$ cat src/design/qsdd_defs.vh
// constants for the quad-spi dummy and data phase sequencer
`ifndef QSDD_DEFS_VH
`define QSDD_DEFS_VH
// *****************************************************************
// data line width codes
// *****************************************************************
`define QSDD_DW_NONE 2'h0
`define QSDD_DW_ONE 2'h1
`define QSDD_DW_TWO 2'h2
`define QSDD_DW_FOUR 2'h3
// *****************************************************************
// functional modes
// *****************************************************************
`define QSDD_MODE_IND_WR 2'h0
`define QSDD_MODE_IND_RD 2'h1
`define QSDD_MODE_POLL 2'h2
`define QSDD_MODE_MMAP 2'h3
// *****************************************************************
// lengths and sizes
// *****************************************************************
`define QSDD_LEN_UNDEF 32'h0FFFFFFF
`define QSDD_POLL_MAX 32'h00000003
`define QSDD_FLASH_SIZE_FIELD_ENDLESS 5'h1F
`define QSDD_DUMMY_MAX 5'h1F
`define QSDD_DIV_DEFAULT 8'h01
`endif

$ cat src/design/qsdd_shifter.v
// serial data shifter for one, two or four lines
`timescale 1ns/1ps
module qsdd_shifter (
  input wire clk,
  input wire arst_n,
  input wire load,
  input wire [7:0] load_byte,
  input wire shift,
  input wire [1:0] width,
  input wire [3:0] io_in,
  output reg [7:0] sh_reg,
  output reg [3:0] bits_left_reg
);
  reg [3:0] step;
  always @* begin
    case (width)
      2'h2: step = 4'h2;
      2'h3: step = 4'h4;
      default: step = 4'h1;
    endcase
  end
  always @(posedge clk or negedge arst_n) begin
    if (!arst_n) begin
      sh_reg <= 8'h00;
      bits_left_reg <= 4'h0;
    end else if (load) begin
      sh_reg <= load_byte;
      bits_left_reg <= 4'h8;
    end else if (shift && bits_left_reg != 4'h0) begin
      bits_left_reg <= bits_left_reg - step;
      case (width)
        2'h2: sh_reg <= {sh_reg[5:0], io_in[1:0]};
        2'h3: sh_reg <= {sh_reg[3:0], io_in};
        default: sh_reg <= {sh_reg[6:0], io_in[1]};
      endcase
    end
  end
endmodule // qsdd_shifter

$ cat src/design/qsdd_top.v
// dummy-cycle and data-phase sequencer of a quad-spi flash interface
`timescale 1ns/1ps
`include "qsdd_defs.vh"
module qsdd_top #(
  parameter DIV = 8
) (
  input wire clk,
  input wire arst_n,
  input wire enable,
  input wire abort,
  input wire start,
  input wire [1:0] mode,
  input wire [4:0] dummy_cycle_count,
  input wire [1:0] data_line_width,
  input wire quad_pins,
  input wire wide_phases,
  input wire [31:0] data_length_register,
  input wire [4:0] flash_size_field,
  input wire [31:0] start_addr,
  input wire dual_memory_select,
  input wire [7:0] wr_data,
  input wire wr_valid,
  input wire rd_ready,
  input wire mm_req,
  input wire mm_last,
  input wire [3:0] io_in,
  output reg wr_ready,
  output reg [7:0] rd_data,
  output reg rd_valid,
  output reg mm_err,
  output reg sclk,
  output reg [3:0] io_out,
  output reg [3:0] io_oe,
  output reg busy,
  output reg done,
  output reg [31:0] cur_addr,
  output reg dual_addr_same
);
  // *****************************************************************
  // states
  // *****************************************************************
  localparam S_IDLE = 3'h0;
  localparam S_DUMMY = 3'h1;
  localparam S_LOAD = 3'h2;
  localparam S_DATA = 3'h3;
  localparam S_HAND = 3'h4;
  localparam S_END = 3'h5;
  reg [2:0] state_reg;
  reg [7:0] div_reg;
  reg [4:0] dummy_reg;
  reg [31:0] left_reg;
  reg endless_reg;
  reg bounded_mem_reg;
  reg [31:0] end_addr_reg;
  reg [3:0] io_s1_reg;
  reg [3:0] io_s2_reg;
  reg sh_load;
  reg [7:0] sh_byte;
  wire [7:0] sh_val;
  wire [3:0] sh_left;
  wire tick;
  wire rise;
  wire is_rd;
  wire [31:0] fs_mask;
  wire [7:0] tx_byte;
  assign tick = (div_reg == DIV[7:0] - 8'h01);
  assign rise = tick && !sclk;
  assign is_rd = (mode != `QSDD_MODE_IND_WR);
  // first bits go out straight from the write port while loading
  assign tx_byte = (state_reg == S_LOAD) ? wr_data : sh_val;
  // flash holds 2^(size+1) bytes; size 0x1F is full 4 gb space
  assign fs_mask = (32'h00000002 << flash_size_field) - 32'h00000001;
  // *****************************************************************
  // input synchroniser
  // *****************************************************************
  always @(posedge clk or negedge arst_n) begin
    if (!arst_n) begin
      io_s1_reg <= 4'h0;
      io_s2_reg <= 4'h0;
    end else begin
      io_s1_reg <= io_in;
      io_s2_reg <= io_s1_reg;
    end
  end
  qsdd_shifter u_shift (
    .clk(clk),
    .arst_n(arst_n),
    .load(sh_load),
    .load_byte(sh_byte),
    .shift(rise && state_reg == S_DATA),
    .width(data_line_width),
    .io_in(io_s2_reg),
    .sh_reg(sh_val),
    .bits_left_reg(sh_left)
  );
  always @* begin
    sh_load = 1'b0;
    sh_byte = 8'h00;
    if (state_reg == S_LOAD) begin
      sh_load = is_rd || wr_valid;
      sh_byte = is_rd ? 8'h00 : wr_data;
    end
  end
  // *****************************************************************
  // sequencer
  // *****************************************************************
  always @(posedge clk or negedge arst_n) begin
    if (!arst_n) begin
      state_reg <= S_IDLE;
      div_reg <= 8'h00;
      dummy_reg <= 5'h00;
      left_reg <= 32'h00000000;
      endless_reg <= 1'b0;
      bounded_mem_reg <= 1'b0;
      end_addr_reg <= 32'h00000000;
      sclk <= 1'b0;
      io_out <= 4'h0;
      io_oe <= 4'h0;
      busy <= 1'b0;
      done <= 1'b0;
      wr_ready <= 1'b0;
      rd_data <= 8'h00;
      rd_valid <= 1'b0;
      mm_err <= 1'b0;
      cur_addr <= 32'h00000000;
      dual_addr_same <= 1'b0;
    end else begin
      done <= 1'b0;
      wr_ready <= 1'b0;
      mm_err <= 1'b0;
      if (rd_valid && rd_ready)
        rd_valid <= 1'b0;
      if (state_reg != S_IDLE)
        div_reg <= tick ? 8'h00 : div_reg + 8'h01;
      if (state_reg == S_DUMMY || state_reg == S_DATA) begin
        if (tick)
          sclk <= ~sclk;
      end else
        sclk <= 1'b0;
      if (!enable || abort) begin
        state_reg <= S_IDLE;
        busy <= 1'b0;
        io_oe <= 4'h0;
        sclk <= 1'b0;
      end else begin
        case (state_reg)
          S_IDLE: begin
            div_reg <= 8'h00;
            if (start) begin
              busy <= 1'b1;
              cur_addr <= start_addr;
              // same address to both memories
              dual_addr_same <= dual_memory_select;
              endless_reg <= (data_length_register == `QSDD_LEN_UNDEF);
              bounded_mem_reg <= (flash_size_field != `QSDD_FLASH_SIZE_FIELD_ENDLESS);
              end_addr_reg <= fs_mask;
              if (mode == `QSDD_MODE_POLL &&
                  data_length_register > `QSDD_POLL_MAX)
                left_reg <= `QSDD_POLL_MAX;
              else
                left_reg <= data_length_register;
              if (mode == `QSDD_MODE_MMAP)
                left_reg <= 32'h00000000;
              dummy_reg <= dummy_cycle_count;
              if (dummy_cycle_count != 5'h00) begin
                state_reg <= S_DUMMY;
                if (quad_pins && wide_phases) begin
                  io_out <= 4'h8;
                  io_oe <= 4'hC;
                end else
                  io_oe <= 4'h0;
              end else if (data_line_width == `QSDD_DW_NONE)
                state_reg <= S_END;
              else
                state_reg <= S_LOAD;
            end
          end
          S_DUMMY: begin
            // count on falling edge: one full sclk period each
            if (tick && sclk) begin
              dummy_reg <= dummy_reg - 5'h01;
              if (dummy_reg == 5'h01) begin
                io_oe <= 4'h0;
                if (data_line_width == `QSDD_DW_NONE)
                  state_reg <= S_END;
                else
                  state_reg <= S_LOAD;
              end
            end
          end
          S_LOAD: begin
            if (!is_rd && wr_valid) begin
              wr_ready <= 1'b1;
              state_reg <= S_DATA;
            end else if (is_rd && !rd_valid)
              state_reg <= S_DATA;
          end
          S_DATA: begin
            if (sh_left == 4'h0 && !sclk)
              state_reg <= S_HAND;
          end
          S_HAND: begin
            if (is_rd) begin
              rd_data <= sh_val;
              rd_valid <= 1'b1;
            end
            cur_addr <= cur_addr + 32'h00000001;
            if (mode == `QSDD_MODE_MMAP) begin
              if (mm_last || !mm_req)
                state_reg <= S_END;
              else
                state_reg <= S_LOAD;
            end else if (endless_reg) begin
              if (bounded_mem_reg && cur_addr == end_addr_reg)
                state_reg <= S_END;
              else
                state_reg <= S_LOAD;
            end else if (left_reg == 32'h00000000)
              state_reg <= S_END;
            else begin
              left_reg <= left_reg - 32'h00000001;
              state_reg <= S_LOAD;
            end
          end
          S_END: begin
            busy <= 1'b0;
            done <= 1'b1;
            io_oe <= 4'h0;
            state_reg <= S_IDLE;
          end
          default: state_reg <= S_IDLE;
        endcase
        // lines move a clk after each rise, never on the sampling edge
        if (!is_rd && (state_reg == S_DATA ||
            (state_reg == S_LOAD && wr_valid))) begin
          case (data_line_width)
            `QSDD_DW_ONE: begin
              io_oe <= 4'h1;
              io_out <= {3'h0, tx_byte[7]};
            end
            `QSDD_DW_TWO: begin
              io_oe <= 4'h3;
              io_out <= {2'h0, tx_byte[7:6]};
            end
            default: begin
              io_oe <= 4'hF;
              io_out <= tx_byte[7:4];
            end
          endcase
        end else if (is_rd && state_reg == S_DATA)
          io_oe <= 4'h0;
      end
      // mapped window refuses writes
      if (mode == `QSDD_MODE_MMAP && wr_valid)
        mm_err <= 1'b1;
    end
  end
endmodule // qsdd_top

$ cat config.mk
export PLATFORM = sky130hd
export DESIGN_NAME = qsdd_top
export DESIGN_NICKNAME = d
export VERILOG_FILES = /design/src/design/qsdd_shifter.v /design/src/design/qsdd_top.v
export VERILOG_INCLUDE_DIRS = /design/src /design/src/design
export SDC_FILE = /design/constraint.sdc
export NUM_CORES = 1
export LEC_CHECK = 0
export BUFFER_PORTS_ARGS = -buffer_cell sky130_fd_sc_hd__clkbuf_2
export CELL_PAD_IN_SITES_DETAIL_PLACEMENT = 1
export CELL_PAD_IN_SITES_GLOBAL_PLACEMENT = 1
export CORE_MARGIN = 5
export CORE_UTILIZATION = 43
export CTS_CLUSTER_DIAMETER = 60
export DETAILED_ROUTE_END_ITERATION = 10
export PLACE_DENSITY_LB_ADDON = 0.25
export SYNTH_ARGS = -nofsm -noshare
export SYNTH_HDL_FRONTEND = slang
export SYNTH_SLANG_ARGS = --single-unit
$ cat constraint.sdc
create_clock -name clk -period 3.07 [get_ports clk]
set_clock_uncertainty 0.15 [all_clocks]
set_input_delay 0.614 -clock clk [delete_from_list [all_inputs] [get_ports clk]]
set_output_delay 0.614 -clock clk [all_outputs]
set_load 0.005 [all_outputs]
# Word-level counts from Yosys, hierarchy flattened
# Index checks and enable logic that the tools add are counted.
# word_totals
reg_bits	157
inputBits	102
output_inout_bits	55
# classes
order_cmp	1
n_reduce_logical	51
n_eq_ne	30
add_sub_neg	6
muxes	73
bitwise_logic	2
shifts	1
# op_table
cell	count
32-bit two-way mux	7
32-bit case mux with 2 select lines	2
8-bit two-way mux	9
32-bit by 1-bit subtractor with 32-bit output, second input constant	2
4-bit two-way mux	15
3-bit two-way mux	14
32-bit by 1-bit adder with 32-bit output, second input constant	1
32-bit by 28-bit == test with 1-bit output, second input constant	1
32-bit == test	1
32-bit by 2-bit greater-than comparator with 1-bit output, second input constant	1
32-bit logical NOT	1
2-bit by 5-bit << shifter with 32-bit output, first input constant	1
1-bit two-way mux	16
4-bit case mux with 2 select lines	2
8-bit case mux with 2 select lines	1
2-bit nonzero test	8
1-bit logical AND	15
5-bit inequality test, second input constant	3
3-bit case mux with 5 select lines	1
5-bit AND reduction	3
4-bit case mux with 3 select lines	1
5-bit two-way mux	2
5-bit by 1-bit inequality test with 1-bit output, second input constant	2
5-bit case mux with 2 select lines	1
32 further kinds	54

# Logic depth before layout (Yosys ltp)
# logic_depth
word_depth	8
mapped_depth	11
ltp_nobuf	10

# By module
# Synthesis repeated with hierarchy kept, for this count alone.
# hier_totals
hier_cells	1095
hier_area_um2	9404.0
# modules_own_cells
mod	n_inst	seq_area_each_um2	area_each_um2	cells_each
qsdd_top	1	3603.5	8577.0	1013
qsdd_shifter	1	300.3	827.0	82

# Worst setup path before layout
# OpenSTA, ideal clock, no wires.
# synth_path
path_type	input to register
from	input flash_size_field[3]
to	register end_addr_reg[15]
setup_ps	117
path_stages	11
t_required_ps	2803
arrival_time_ps	2350
path_buffers	3
slack_ps	453
cell_sequence	clkbuf_1 or2_2 nor2_1 nand3b_1 ha_1 clkbuf_1 buf_1 a21oi_1 o31ai_1 nand2_1 nand2_1
# synth_via
elab_chain_cells	2
# synth_rtl
element	line_no	source
start, declared	qsdd_top.v:18	input wire [4:0] flash_size_field,
2-bit by 5-bit << shifter with 32-bit output	qsdd_top.v:72	assign fs_mask = (32'h00000002 << flash_size_field) - 32'h00000001;
32-bit by 1-bit subtractor with 32-bit output	qsdd_top.v:72	
end signal, assigned	qsdd_top.v:156	end_addr_reg <= fs_mask;
end, declared	qsdd_top.v:54	reg [31:0] end_addr_reg;
# No other way between the ends.
# A chain may end at the register's enable or synchronous reset.

# Worst setup path after layout
# layout_path
from	register left_reg[0]
to	register left_reg[16]
# layout_via
elab_chain_cells	5
elab_cells_between_ends	8
# layout_rtl
element	line_no	source
start, declared	qsdd_top.v:51	reg [31:0] left_reg;
start signal, assigned	qsdd_top.v:159	left_reg <= `QSDD_POLL_MAX;
start signal, assigned	qsdd_top.v:161	left_reg <= data_length_register;
start signal, assigned	qsdd_top.v:221	left_reg <= left_reg - 32'h00000001;
32-bit by 1-bit subtractor with 32-bit output	qsdd_top.v:221	
32-bit two-way mux	qsdd_top.v:218	end else if (left_reg == 32'h00000000)
32-bit two-way mux	qsdd_top.v:213	end else if (endless_reg) begin
32-bit two-way mux	qsdd_top.v:208	if (mode == `QSDD_MODE_MMAP) begin
32-bit case mux with 2 select lines	qsdd_top.v:146	case (state_reg)
# Parallel ways exist; a longest one is shown, timed or not. The select of a mux whose other input is x is not followed.

==> flow_summary_export.csv <==
group,metric,value,unit
status,outcome,"completed",
global_route,grt-ovfl-total,0,
critical_path,r2r-end,"left_reg[16]",
clock_tree,postCtsSetupBuffers,0,
yosys,synth_edf_count,0,
clock_tree,clock_sinks,156,
cells_and_area,final_cell_mix,"156 x dfrtp_1, 155 x clkbuf_2, 118 x nand2_1, 104 x nor2_1, 101 x o21ai_0",
clock_tree,numCtsBuffers,17,
critical_path,crit_fanout,7,
worst_hold_path,min_path_type,"input pin to flop",
floorplanning,rows,54,
sta,setup_violations,0,
yosys,synth-main-ff-cell,"dfrtp_1",
critical_path,rr_worst_depth,8,
clock_tree,htreeDepth,4,
drt,wl_per_cell,20.8,um
sta,hold_viol_final,0,
global_route,grt_pass1_vias,9360,
sta,timing.final.crit_period,2.77,ns
yosys,ys_ff_latch,156,
clock_tree,path_clk_slew,0.06,ns
cells_and_area,insertedDiodeCount,0,
drt,drtIter0Drc,606,
cells_and_area,drive_gt1_share,21.8,%
cells_and_area,final_common_cell,"dfrtp_1",
critical_path,end_kind,"flop",
floorplanning,start_util,43.2,%
power_and_ir_drop,power.density,595,mW/mm^2
worst_hold_path,min_delay_path_depth,1,
yosys,synth_top_area_share,41.8,%
critical_path,cp.arrival,2.91,ns
place,port_buffers,156,
yosys,ys_types,73,
critical_path,worstSetupPathType,"flop to flop",
floorplanning,core,0.0216,mm^2
critical_path,critical_path.slowest_cell,"or3b_4",
yosys,synthArstFlopShare,100,%
global_route,grt_max_degree,74,
power_and_ir_drop,p_leak,4.91,nW
clock_tree,clkLatencyLatePin,0.43,ns
floorplanning,die-height,157,um
sta,max_freq,361,MHz
global_route,use_met1,34.6,%
drt,num_vias,9192,
place,hpwlAfterDp,23400,um
worst_hold_path,hold_end,"io_s1_reg[2]",
sta,grt_setup_unrepaired,"false",
sta,tns,0,ns
clock_tree,hold_buffers,1,
drt,avgViaCountPerCell,5.98,
sta,worstMarginPinSlew,0.721,ns
job,drv_cap,0,
global_route,use_met3,4.95,%
clock_tree,cts_root_buf,"clkbuf_16",
sta,slew_viol_final,0,
drt,postRouteAntennaNets,0,
clock_tree,post_cts_resized,0,
global_route,busiest_layer,"met2",
clock_tree,cts_tree,"built",
place,gp_congestion,0.868,
critical_path,max_stage_delay,0.43,ns
yosys,ys_warn_count,0,
drt,finalWirelength,32100,um
drt,firstDrtPassIters,5,
critical_path,start_kind,"flop",
yosys,netlist_area,0.00934,mm^2
yosys,synthesis.nets,1210,
global_route,grt_util_all_layers,26.0,%
sta,maxSlewHeadroom,51.6,%
clock_tree,cts_buffer_depth,2,
cells_and_area,fin_util,51.8,%
yosys,synthTopCellsByArea,"dfrtp_1 42%, o21ai_0 5.4%, a21oi_1 5.1%",
critical_path,r2r-start,"left_reg[0]",
floorplanning,die_area,0.0248,mm^2
cells_and_area,syn_to_final_growth,19.9,%
worst_hold_path,min_from,"io_in[2]",
global_route,met2_usage,43.5,%
floorplanning,die_w,157,um
critical_path,regToRegSetupSlack,0.30,ns
power_and_ir_drop,ir_drop,0.336,mV
sta,finalCritPeriodShare,90.3,%
global_route,antenna_found_initial,1,
yosys,synth_largest_area_cell,"dfrtp_1",
cells_and_area,nets,1361,
global_route,grt_pass1_wl,51300,um
yosys,avgSynthCellArea,8.54,um^2
critical_path,worstPathCellList,"inv_1 -> ha_1 -> or3b_4 -> nor4_4 -> nand4_2 -> o21a_1 -> nand2_1 -> o21ai_0",
critical_path,worst_ep_required_time,3.21,ns
floorplanning,io_pins,157,
yosys,syn_inst,1094,
drt,drc,0,
sta,whs,0.150,ns
yosys,synth_seq_area_share,41.8,%
[worst max-delay path: cells and delay by family, from the launching register on]
kind | cells | cell delay (ns)
and+or+nand+nor | 4 | 1.29
AOI/OAI and AO/OA | 2 | 0.48
DFF | 1 | 0.41
adders and majority gates | 1 | 0.20
buffers and inverters | 1 | 0.10
[layout make-up]
type / instances / area, um^2
clock inverters: 13 / 163
repair buffers: 203 / 1200
clock buffers: 19 / 453
flip-flops and latches: 156 / 3900
fillers: 2640 / 10400
well taps: 280 / 350
inverters: 28 / 105
multi-input cells: 839 / 5020
[metrics by stage]
step / area [um^2] / power [mW] / cells / setup slack [ns]
after floorplan: 9340 / 3.70 / 1094 / 0.453
after global placement: 10600 / 4.37 / 1505 / 0.391
after detailed placement: 10600 / 4.43 / 1505 / 0.236
after CTS: 11200 / 6.71 / 1538 / 0.283
after global routing: 11200 / 7.01 / 1538 / 0.106
final: 11200 / 6.66 / 1538 / 0.298
[routing by layer]
layer  vias up  wire length, um
met1      4603            14000
met5         -               11
li1       4312                -
met3        50             1500
met2       225            15900
met4         2              662
[cell families (layout without fill, tap and decap cells)]
family / after synthesis / after routing / share of synthesized area, %
flip-flops: 156 / 156 / 41.8
AO/OA/AOI/OAI: 357 / 357 / 23.5
XOR/XNOR: 38 / 38 / 3.56
buffers and inverters: 99 / 263 / 4.69
adder cells (fa/ha/maj): 14 / 14 / 1.96
multiplexers: 22 / 22 / 2.53
AND/OR/NAND/NOR: 408 / 408 / 22.0
[cell usage after synthesis, types with 11 or more instances]
cell type,n
xnor2_1,31
o22ai_1,17
nand4_1,22
ha_1,13
a21oi_1,96
dfrtp_1,156
a32oi_1,11
buf_2,14
nor2_1,104
nor3_1,30
mux2_2,13
o21ai_0,101
clkbuf_1,47
and3_1,19
o21ai_1,15
a22oi_1,12
a31oi_1,24
nand2_1,118
nor4_1,18
inv_1,28
nand3_1,31
[how the worst max path moves through the flow]
stage          depth (start not counted)  slack, ns          endpoint           startpoint
4_1_cts                                8       0.28      left_reg[16]          left_reg[0]
5_1_grt                                8       0.11      left_reg[16]          left_reg[0]
2_1_floorplan                         11       0.45  end_addr_reg[15]  flash_size_field[3]
3_5_place_dp                          11       0.24  end_addr_reg[11]  flash_size_field[2]
3_3_place_gp                          10       0.39  end_addr_reg[23]  flash_size_field[2]
6_report                               8       0.30      left_reg[16]          left_reg[0]
[power by group]
part	total (mW)	internal (mW)	switching [mW]
Combinational	1.56	0.676	0.885
Clock	2.26	1.33	0.927
Sequential	2.85	2.40	0.441
No activity file was read; power rests on OpenSTA's default activity.
